--- src/pkg/trx_regs_pkg.sv ---
// Register map, field layout and reset values of the transceiver SPI register slice
package trx_regs_pkg;
    localparam int ADDR_W     = 6;
    localparam int WORD_W     = 16;
    localparam int LEN_W      = 7;
    localparam int CNT_W      = 4;
    localparam int CMD_RD_BIT = 7;

    localparam logic [5:0] A_SOFT_RST = 6'h00;
    localparam logic [5:0] A_RX_PORT  = 6'h01;
    localparam logic [5:0] A_TX_PORT  = 6'h02;
    localparam logic [5:0] A_TX_CTRL  = 6'h03;
    localparam logic [5:0] A_CCA      = 6'h04;
    localparam logic [5:0] A_RX_STAT  = 6'h2D;
    localparam logic [5:0] A_BER      = 6'h30;
    localparam logic [5:0] A_PSM      = 6'h31;

    localparam int TXC_SEL_BIT = 15;
    localparam int THR_LSB     = 8;
    localparam int STAT_E_LSB  = 8;
    localparam int BER_BIT     = 15;
    localparam int PSM_W       = 3;

    localparam logic [3:0] HDR_LAST  = 4'h7;
    localparam logic [3:0] WORD_LAST = 4'hF;
    localparam logic [7:0] THR_RST   = 8'h00;
    localparam logic [7:0] OFS_RST   = 8'h8D;
    localparam logic [6:0] LEN_RST   = 7'h00;
    localparam logic [6:0] FCS_BYTES = 7'h02;
    localparam logic [2:0] PIN_RST   = 3'h2;

    typedef enum logic [2:0] {
        ST_IDLE = 3'b001,
        ST_HDR  = 3'b010,
        ST_DATA = 3'b100
    } spi_state_e;
endpackage : trx_regs_pkg

--- src/logic/pin_sync.sv ---
// Two-flop synchroniser for pins that come from outside the clock domain
module pin_sync #(
    parameter int           N       = 1,
    parameter logic [N-1:0] RST_VAL = '0
) (
    // Clock and reset
    input  wire logic         i_clk,
    input  wire logic         i_rstn,
    // Pins
    input  wire logic [N-1:0] i_async,
    output logic      [N-1:0] o_sync
);
    typedef struct packed {
        logic [N-1:0] meta;
        logic [N-1:0] sync;
    } sync_s;

    sync_s q;
    sync_s d;

    // The first stage feeds only the second stage
    always_comb begin
        d.meta = i_async;
        d.sync = q.meta;
    end

    always_ff @(posedge i_clk or negedge i_rstn) begin
        if (!i_rstn) begin
            q <= '{meta: RST_VAL, sync: RST_VAL};
        end else begin
            q <= d;
        end
    end

    assign o_sync = q.sync;
endmodule : pin_sync

--- src/logic/two_entry_fifo.sv ---
// Small word buffer with valid and ready on both sides
module two_entry_fifo #(
    parameter int W     = 16,
    parameter int DEPTH = 2
) (
    // Clock and reset
    input  wire logic         i_clk,
    input  wire logic         i_rstn,
    // Filling side
    input  wire logic         i_wr_valid,
    output logic              o_wr_ready,
    input  wire logic [W-1:0] i_wr_data,
    // Draining side
    output logic              o_rd_valid,
    input  wire logic         i_rd_ready,
    output logic      [W-1:0] o_rd_data
);
    localparam int PW = (DEPTH > 1) ? $clog2(DEPTH) : 1;

    typedef struct packed {
        logic [DEPTH-1:0][W-1:0] mem;
        logic [PW-1:0]           wp;
        logic [PW-1:0]           rp;
        logic [PW:0]             cnt;
    } fifo_s;

    fifo_s q;
    fifo_s d;
    logic  push;
    logic  pop;

    assign o_wr_ready = (q.cnt != (PW+1)'(DEPTH));
    assign o_rd_valid = (q.cnt != '0);
    assign o_rd_data  = q.mem[q.rp];

    always_comb begin
        d    = q;
        push = i_wr_valid && o_wr_ready;
        pop  = o_rd_valid && i_rd_ready;
        if (push) begin
            d.mem[q.wp] = i_wr_data;
            d.wp        = (q.wp == PW'(DEPTH-1)) ? '0 : q.wp + PW'(1);
        end
        if (pop) begin
            d.rp = (q.rp == PW'(DEPTH-1)) ? '0 : q.rp + PW'(1);
        end
        if (push && !pop) begin
            d.cnt = q.cnt + (PW+1)'(1);
        end else if (pop && !push) begin
            d.cnt = q.cnt - (PW+1)'(1);
        end
    end

    always_ff @(posedge i_clk or negedge i_rstn) begin
        if (!i_rstn) begin
            q <= '0;
        end else begin
            q <= d;
        end
    end
endmodule : two_entry_fifo

--- src/logic/trx_spi_regs.sv ---
// SPI register slice: soft reset, packet data ports, transmit control, energy threshold
// How it works
// - Any write to address 00 starts reset
// - Reset restores register defaults, keeps packet RAMs
// - Reset holds while chip select stays low
// - Reading address 00 does nothing
// - Received length latched in status bits 6-0
// - Stream receive word sets flag and interrupt
// - Reading port 01 clears receive word flag
// - Receive port content after reset undefined
// - Two transmit RAMs, only selected one used
// - Stream transmit need sets flag, write clears
// - Control bit 15 picks transmit RAM2
// - Length counts payload bytes plus two
// - Threshold bits 15-8, reset zero
// - Half offset added to energy, stored
// - Offset resets to 8D, 9B suggested
// - Interrupt only when enabled, read clears; transmit interrupt cleared by port 02 write instead
// - Mode inputs pick stream or packet
module trx_spi_regs
    import trx_regs_pkg::*;
#(
    parameter int RAM_WORDS = 64
) (
    // Clock and reset
    input  wire logic              i_clk,
    input  wire logic              i_rstn,
    // SPI pins
    input  wire logic              i_sclk,
    input  wire logic              i_csn,
    input  wire logic              i_mosi,
    output logic                   o_miso,
    output logic                   o_miso_oe,
    // Mode and interrupt enables
    input  wire logic              i_tx_stream_mode,
    input  wire logic              i_rx_stream_mode,
    input  wire logic              i_rx_irq_en,
    input  wire logic              i_tx_irq_en,
    // Receive words from the modem
    input  wire logic              i_rx_valid,
    output logic                   o_rx_ready,
    input  wire logic [WORD_W-1:0] i_rx_data,
    input  wire logic              i_rx_done,
    input  wire logic [LEN_W-1:0]  i_rx_len,
    // Energy measurement
    input  wire logic              i_energy_valid,
    input  wire logic [7:0]        i_energy_raw,
    // Transmit words to the modem
    input  wire logic              i_tx_start,
    output logic                   o_tx_valid,
    input  wire logic              i_tx_ready,
    output logic      [WORD_W-1:0] o_tx_data,
    // Status and control outputs
    output logic                   o_soft_reset,
    output logic                   o_rx_word_req,
    output logic                   o_tx_word_req,
    output logic                   o_irq,
    output logic                   o_tx_buffer_choice,
    output logic      [LEN_W-1:0]  o_tx_len,
    output logic      [7:0]        o_channel_busy_threshold,
    output logic                   o_ber_en,
    output logic      [PSM_W-1:0]  o_power_state_test_sel
);
    localparam int PTR_W = $clog2(RAM_WORDS);

    typedef struct packed {
        spi_state_e        st;
        logic              sclk_q;
        logic [CNT_W-1:0]  bit_cnt;
        logic [WORD_W-1:0] sh;
        logic [WORD_W-1:0] out_sh;
        logic              rw;
        logic [ADDR_W-1:0] addr;
        logic              miso;
        logic              miso_oe;
        logic              soft_rst;
        logic              tx_sel;
        logic [LEN_W-1:0]  tx_len;
        logic [7:0]        thr;
        logic [7:0]        ofs;
        logic              ber;
        logic [PSM_W-1:0]  psm;
        logic [LEN_W-1:0]  rx_len;
        logic [7:0]        cca_final;
        logic [WORD_W-1:0] rx_hold;
        logic              rx_flag;
        logic              tx_flag;
        logic [PTR_W-1:0]  rx_wr_ptr;
        logic [PTR_W-1:0]  rx_rd_ptr;
        logic [PTR_W-1:0]  tx_wr_ptr;
        logic [PTR_W-1:0]  tx_rd_ptr;
        logic [LEN_W-1:0]  tx_rem;
        logic [WORD_W-1:0] tx_out;
        logic              tx_out_v;
    } regs_s;

    localparam regs_s RST_Q = '{st: ST_IDLE, ofs: OFS_RST, thr: THR_RST, default: '0};

    regs_s q;
    regs_s d;

    // Packet RAMs are kept apart from the state so no reset ever touches them
    logic [WORD_W-1:0] rx_ram [RAM_WORDS];
    logic [WORD_W-1:0] tx_ram [2][RAM_WORDS];

    logic              sclk_s;
    logic              csn_s;
    logic              mosi_s;
    logic              buf_valid;
    logic              buf_rd_ready;
    logic [WORD_W-1:0] buf_data;
    logic              sclk_rise;
    logic              sclk_fall;
    logic              hdr_done;
    logic              word_done;
    logic              rd_load;
    logic              rx_pop;
    logic              rx_take;
    logic              rx_we;
    logic              tx_we;
    logic              tx_wr_hit;
    logic              tx_take;
    logic [7:0]        cmd;
    logic [WORD_W-1:0] word;
    logic [ADDR_W-1:0] ra;
    logic [WORD_W-1:0] rv;

    pin_sync #(
        .N       (3),
        .RST_VAL (PIN_RST)
    ) u_pins (
        .i_clk   (i_clk),
        .i_rstn  (i_rstn),
        .i_async ({i_mosi, i_csn, i_sclk}),
        .o_sync  ({mosi_s, csn_s, sclk_s})
    );

    // A stalled reader or a busy stream port backs up into the modem here
    two_entry_fifo #(
        .W          (WORD_W),
        .DEPTH      (2)
    ) u_rx_buf (
        .i_clk      (i_clk),
        .i_rstn     (i_rstn),
        .i_wr_valid (i_rx_valid),
        .o_wr_ready (o_rx_ready),
        .i_wr_data  (i_rx_data),
        .o_rd_valid (buf_valid),
        .i_rd_ready (buf_rd_ready),
        .o_rd_data  (buf_data)
    );

    always_comb begin
        d         = q;
        hdr_done  = 1'b0;
        word_done = 1'b0;
        rd_load   = 1'b0;
        rx_pop    = 1'b0;
        rx_we     = 1'b0;
        tx_we     = 1'b0;
        tx_wr_hit = 1'b0;
        rv        = '0;
        cmd       = {q.sh[6:0], mosi_s};
        word      = {q.sh[14:0], mosi_s};
        sclk_rise = sclk_s && !q.sclk_q;
        sclk_fall = !sclk_s && q.sclk_q;
        d.sclk_q  = sclk_s;
        tx_take   = q.tx_out_v && i_tx_ready;

        // Transmit output stage
        if (tx_take) begin
            d.tx_out_v = 1'b0;
        end
        if (i_tx_start && !i_tx_stream_mode) begin
            d.tx_rd_ptr = '0;
            d.tx_rem    = (q.tx_len < FCS_BYTES) ? '0
                        : (q.tx_len - FCS_BYTES + 7'h01) >> 1;
        end else if (!i_tx_stream_mode && q.tx_rem != '0 && (!q.tx_out_v || tx_take)) begin
            d.tx_out    = tx_ram[q.tx_sel][q.tx_rd_ptr];
            d.tx_out_v  = 1'b1;
            d.tx_rem    = q.tx_rem - 7'h01;
            d.tx_rd_ptr = q.tx_rd_ptr + PTR_W'(1);
        end

        // SPI frame: header byte, then 16-bit words on the same address
        if (csn_s) begin
            d.st       = ST_IDLE;
            d.soft_rst = 1'b0;
            d.miso_oe  = 1'b0;
        end else begin
            case (q.st)
                ST_IDLE: begin
                    d.st        = ST_HDR;
                    d.bit_cnt   = '0;
                    d.rx_rd_ptr = '0;
                    d.tx_wr_ptr = '0;
                end
                ST_HDR: begin
                    if (sclk_rise) begin
                        d.sh      = word;
                        d.bit_cnt = q.bit_cnt + 4'h1;
                        if (q.bit_cnt == HDR_LAST) begin
                            hdr_done  = 1'b1;
                            d.st      = ST_DATA;
                            d.bit_cnt = '0;
                            d.rw      = cmd[CMD_RD_BIT];
                            d.addr    = cmd[ADDR_W-1:0];
                            d.miso_oe = cmd[CMD_RD_BIT];
                            rd_load   = cmd[CMD_RD_BIT];
                            if (!cmd[CMD_RD_BIT] && cmd[ADDR_W-1:0] == A_SOFT_RST) begin
                                d.soft_rst = 1'b1;
                            end
                        end
                    end
                end
                ST_DATA: begin
                    if (sclk_rise) begin
                        d.sh      = word;
                        d.bit_cnt = q.bit_cnt + 4'h1;
                        if (q.bit_cnt == WORD_LAST) begin
                            word_done = 1'b1;
                            rd_load   = q.rw;
                        end
                    end
                    if (sclk_fall && q.rw) begin
                        d.miso   = q.out_sh[WORD_W-1];
                        d.out_sh = {q.out_sh[WORD_W-2:0], 1'b0};
                    end
                end
                default: begin
                    d.st = ST_IDLE;
                end
            endcase
        end

        // Register writes; data written to address 00 is ignored
        if (word_done && !q.rw) begin
            if (q.addr == A_TX_PORT) begin
                if (i_tx_stream_mode) begin
                    d.tx_out   = word;
                    d.tx_out_v = 1'b1;
                    tx_wr_hit  = 1'b1;
                end else begin
                    tx_we       = 1'b1;
                    d.tx_wr_ptr = q.tx_wr_ptr + PTR_W'(1);
                end
            end else if (q.addr == A_TX_CTRL) begin
                d.tx_sel = word[TXC_SEL_BIT];
                d.tx_len = word[LEN_W-1:0];
            end else if (q.addr == A_CCA) begin
                d.thr = word[THR_LSB +: 8];
                d.ofs = word[7:0];
            end else if (q.addr == A_BER) begin
                d.ber = word[BER_BIT];
            end else if (q.addr == A_PSM) begin
                d.psm = word[PSM_W-1:0];
            end
        end

        // Read data for the next word; a read of address 00 returns zero
        ra = hdr_done ? cmd[ADDR_W-1:0] : q.addr;
        if (ra == A_RX_PORT) begin
            rv = i_rx_stream_mode ? q.rx_hold : rx_ram[q.rx_rd_ptr];
        end else if (ra == A_TX_CTRL) begin
            rv[TXC_SEL_BIT] = q.tx_sel;
            rv[LEN_W-1:0]   = q.tx_len;
        end else if (ra == A_CCA) begin
            rv = {q.thr, q.ofs};
        end else if (ra == A_RX_STAT) begin
            rv[STAT_E_LSB +: 8] = q.cca_final;
            rv[LEN_W-1:0]       = q.rx_len;
        end else if (ra == A_BER) begin
            rv[BER_BIT] = q.ber;
        end else if (ra == A_PSM) begin
            rv[PSM_W-1:0] = q.psm;
        end
        if (rd_load) begin
            d.out_sh = rv;
            if (ra == A_RX_PORT) begin
                if (i_rx_stream_mode) begin
                    // One word per read frame; a word-end pop would drop an unread word
                    rx_pop = hdr_done;
                end else begin
                    d.rx_rd_ptr = q.rx_rd_ptr + PTR_W'(1);
                end
            end
        end

        // Receive side: packet words go to RAM, stream words to the port
        buf_rd_ready = i_rx_stream_mode ? (!q.rx_flag || rx_pop) : 1'b1;
        rx_take      = buf_valid && buf_rd_ready;
        if (rx_take) begin
            if (i_rx_stream_mode) begin
                d.rx_hold = buf_data;
            end else begin
                rx_we       = 1'b1;
                d.rx_wr_ptr = q.rx_wr_ptr + PTR_W'(1);
            end
        end
        if (i_rx_done && !i_rx_stream_mode) begin
            d.rx_len    = i_rx_len;
            d.rx_wr_ptr = '0;
        end
        if (i_energy_valid) begin
            d.cca_final = i_energy_raw + {1'b0, q.ofs[7:1]};
        end

        // Set wins over clear on both word flags
        if (rx_pop) begin
            d.rx_flag = 1'b0;
        end
        if (rx_take && i_rx_stream_mode) begin
            d.rx_flag = 1'b1;
        end
        if (tx_wr_hit) begin
            d.tx_flag = 1'b0;
        end
        if (i_tx_stream_mode && (i_tx_start || tx_take)) begin
            d.tx_flag = 1'b1;
        end

        // Held soft reset: registers at defaults, transmit output to the modem forced idle
        if (q.soft_rst) begin
            d.tx_sel    = 1'b0;
            d.tx_len    = LEN_RST;
            d.thr       = THR_RST;
            d.ofs       = OFS_RST;
            d.ber       = 1'b0;
            d.psm       = '0;
            d.rx_len    = LEN_RST;
            d.cca_final = '0;
            d.rx_flag   = 1'b0;
            d.tx_flag   = 1'b0;
            d.tx_rem    = '0;
            d.tx_out_v  = 1'b0;
        end
    end

    always_ff @(posedge i_clk or negedge i_rstn) begin
        if (!i_rstn) begin
            q <= RST_Q;
        end else begin
            q <= d;
        end
    end

    always_ff @(posedge i_clk) begin
        if (rx_we) begin
            rx_ram[q.rx_wr_ptr] <= buf_data;
        end
        if (tx_we) begin
            tx_ram[q.tx_sel][q.tx_wr_ptr] <= word;
        end
    end

    assign o_miso                   = q.miso;
    assign o_miso_oe                = q.miso_oe;
    assign o_tx_valid               = q.tx_out_v;
    assign o_tx_data                = q.tx_out;
    assign o_soft_reset             = q.soft_rst;
    assign o_rx_word_req            = q.rx_flag;
    assign o_tx_word_req            = q.tx_flag;
    assign o_irq                    = (q.rx_flag && i_rx_irq_en) || (q.tx_flag && i_tx_irq_en);
    assign o_tx_buffer_choice       = q.tx_sel;
    assign o_tx_len                 = q.tx_len;
    assign o_channel_busy_threshold = q.thr;
    assign o_ber_en                 = q.ber;
    assign o_power_state_test_sel   = q.psm;
endmodule : trx_spi_regs

--- config.mk ---
export PLATFORM = sky130hd
export DESIGN_NAME = trx_spi_regs
export DESIGN_NICKNAME = d
export VERILOG_FILES = /design/src/pkg/trx_regs_pkg.sv /design/src/logic/pin_sync.sv /design/src/logic/two_entry_fifo.sv /design/src/logic/trx_spi_regs.sv
export SDC_FILE = /design/constraint.sdc
export NUM_CORES = 2
export LEC_CHECK = 0
export BUFFER_PORTS_ARGS = -buffer_cell sky130_fd_sc_hd__buf_4
export CAP_MARGIN = 15
export CORE_ASPECT_RATIO = 0.9
export CORE_UTILIZATION = 53
export CTS_BUF_LIST = sky130_fd_sc_hd__clkbuf_8
export DETAILED_ROUTE_END_ITERATION = 12
export PLACE_DENSITY = 0.68
export SETUP_SLACK_MARGIN = 0.05
export SYNTH_ARGS = -nofsm -noshare
export SYNTH_HDL_FRONTEND = slang
export SYNTH_SLANG_ARGS = --single-unit
--- constraint.sdc ---
create_clock -name i_clk -period 4.55 [get_ports i_clk]
set_clock_uncertainty 0.2 [all_clocks]
set_input_delay 0.6825 -clock i_clk [delete_from_list [all_inputs] [get_ports i_clk]]
set_output_delay 0.6825 -clock i_clk [all_outputs]
set_load 0.02 [all_outputs]
==> impl_metrics.csv <==
group,metric,value,unit
timing,hold_viol_final,0,
route,drc,0,
route,avgRoutedWirePerCell,31.5,um
synth,synth_ff_type,"edfxtp_1",
clock_network,cts_buffers,524,
floorplanning,coreArea,239000,sq um
cells_and_area,nets,6872,
synth,synth_area_leaders,"edfxtp_1 (72%), mux4_2 (14%), dfrtp_1 (3.8%)",
clock_network,clock_path_buffers,4,
clock_network,cts-root-buf,"clkbuf_8",
synth,synth_seq_cells,3272,
power,p_leak,46.8,nW
timing,finalSetupViolCount,0,
setup_path,required,5250,ps
cells_and_area,final_cell_mix,"edfxtp_1 (3072), mux4_2 (805), clkbuf_8 (544)",
global_routing,grt.total_usage,27.0,%
global_routing,antenna_found_initial,15,
synth,yosysUniqueCellTypes,79,
floorplanning,die_area,242000,sq um
floorplanning,fp.dieW,519,um
floorplanning,rows,170,
flow_run,max-cap-violations,0,
global_routing,grt_max_degree,103,
global_routing,overflow,0,
cells_and_area,drive_above_1_share,30.0,%
clock_network,cts_tree,"done",
synth,syn_nets,6112,
timing,relSlewSlack,18.7,%
timing,maxClockFrequency,245,MHz
route,drt_wl_total,327,mm
synth,postSynthCellCount,6050,
setup_path,worstPathMaxFanout,27,
setup_path,start_kind,"register",
global_routing,grt_pass1_wl,470,mm
timing,slew_violations,0,
route,ant_nets,0,
floorplanning,die_h,467,um
clock_network,clkLatencyLatePin,1020,ps
synth,synth_top_area_share,72.5,%
timing,fin_tns_setup,0,ps
synth,async_reset_ff_share,6.11,%
power,power_density,436,nW/um^2
status,status,"finished, final reports clean",
setup_path,path_class,"register to register",
worst_hold_path,hold_path_class,"primary input to register",
route,first_pass_iters,9,
floorplanning,start_util,53.3,%
synth,syn_area,127000,sq um
cells_and_area,syn_to_final_growth,13.4,%
route,vias_per_cell,6.38,
setup_path,crit_path_end_kind,"register",
synth,synth-edff-count,3072,
place,routabilityCongestion,0.931,
timing,tightestPinTransition,1220,ps
clock_network,clock-sinks,3272,
floorplanning,num_io_pins,89,
timing,rsz0062_at_grt,"no",
setup_path,worstPathArrival,4780,ps
timing,period_needed,4080,ps
power,ir_worst_vdd,0.405,mV
power,power,0.0629,W
synth,ys.warnings.count,0,
cells_and_area,final_common_cell,"edfxtp_1",
route,drt_iter0_markers,8968,
synth,syn_area_per_cell,21.0,sq um
synth,synth_top_cell_by_area,"edfxtp_1",
synth,yosysSeqAreaShare,76.4,%
route,vias,66200,
place,dp_hpwl,202,mm
clock_network,cts_resized,0,
timing,post-route-period-util,89.6,%
global_routing,first_global_vias,65800,
clock_network,clk_pin_slew,60,ps
place,port_buffers,88,
clock_network,h-tree-depth,6,
per-stage QoR:
stage	instances	setup slack (ps)	cell area [sq um]	hold WS, ps	utilization [%]
after floorplan	6050	616	127000	131	-
after global placement	9421	608	135000	144	56.4
after detailed placement	9422	593	135000	151	56.4
after CTS	10400	522	144000	0.810	60.5
after global routing	10400	341	144000	81.6	60.5
final	10400	473	144000	89.2	60.5
per-layer routing:
metal	routed length, um	global-route usage [%]	share of wire (%)
met5	26	0	0.0080
met4	13100	10.5	4.0
met3	32400	5.38	9.9
met2	151000	41.0	46
met1	130000	39.2	40
cell type report:
class                      instances  area [sq um]
inverter                          17          70.1
tap                             3182          3980
fill                           16700         94300
multi-input combinational       2384         28400
clock inverter                   356          1870
timing repair buffer             611          5220
sequential                      3272         97400
clock buffer                     544          7490
antenna                            4          10.0
timing repair:
action                                 CTS  global route
buffers inserted                         0             0
endpoints found under the hold margin  167             0
hold buffers                            44             0
synth_stat cells (5+ instances only):
cell,count
dfstp_2,7
a211o_1,13
nor4_1,6
nor2b_1,33
a21oi_1,105
mux4_2,805
nor3_1,31
nand3b_1,5
xor2_1,14
mux2_2,91
a221o_1,5
o21ai_0,49
o211ai_1,22
nand2_1,219
a211oi_1,23
o311ai_0,6
inv_1,15
o22ai_1,11
buf_2,64
nand4_1,17
xnor2_1,12
and3_1,23
a22o_1,28
nand3_1,67
buf_4,48
a22oi_1,101
a31oi_1,17
mux2i_1,165
edfxtp_1,3072
clkbuf_1,205
o2111ai_1,5
a221oi_1,33
dfrtp_1,193
o221ai_1,11
or3_1,15
nand2b_1,18
a222oi_1,15
nor2_1,321
and2_1,8
ha_1,16
buf_1,58
cells by family after synthesis:
family / share of synthesized area, %
and+or+nand+nor: 2.85
DFF: 76.4
xor gates and xnor gates: 0.179
AOI/OAI and AO/OA: 2.68
buffers and inverters: 1.38
adders and majority gates: 0.173
muxes: 16.3
power breakdown:
group / total, W / internal, W / switching, W
Clock: 0.0230 / 0.0116 / 0.0113
Sequential: 0.0358 / 0.0355 / 0.000318
Combinational: 0.00417 / 0.000820 / 0.00335
Total: 0.0629 / 0.0479 / 0.0150
flip-flops by register name, indices dropped and copies added, names as in the netlist, 3 cells and up:
name                      flops
tx_ram                     2048
o_tx_len                      7
u_pins.d                      3
o_power_state_test_sel        3
o_tx_data                    16
o_channel_busy_threshold      8
q                           109
cmd                           7
u_rx_buf.q                   36
u_pins.o_sync                 3
rx_ram                     1024
worst max-delay path, cell delays in order (launching register included):
cell and delay (ps):
dfrtp_4 850, buf_12 320, buf_12 250, mux4_2 580, mux4_2 550, a22oi_1 670, nand3_1 170, a221o_1 320
path summary, 6_finish.rpt:
kind | cells after the start | slack [ps] | start | to
worst max-delay path | 7 | 470 | o_tx_buffer_choice | o_tx_data[8]
worst min-delay path | 5 | 90 | i_energy_raw[5] | q[71]
worst max register to register | 7 | 470 | o_tx_buffer_choice | o_tx_data[8]
worst min register to register | 0 | 170 | u_pins.d[2] | u_pins.o_sync[2]
max in group asynchronous | 3 | 3010 | i_rstn | q[74]
min in group asynchronous | 2 | 120 | i_rstn | u_rx_buf.q[31]
No activity file was read; power rests on OpenSTA's default activity.
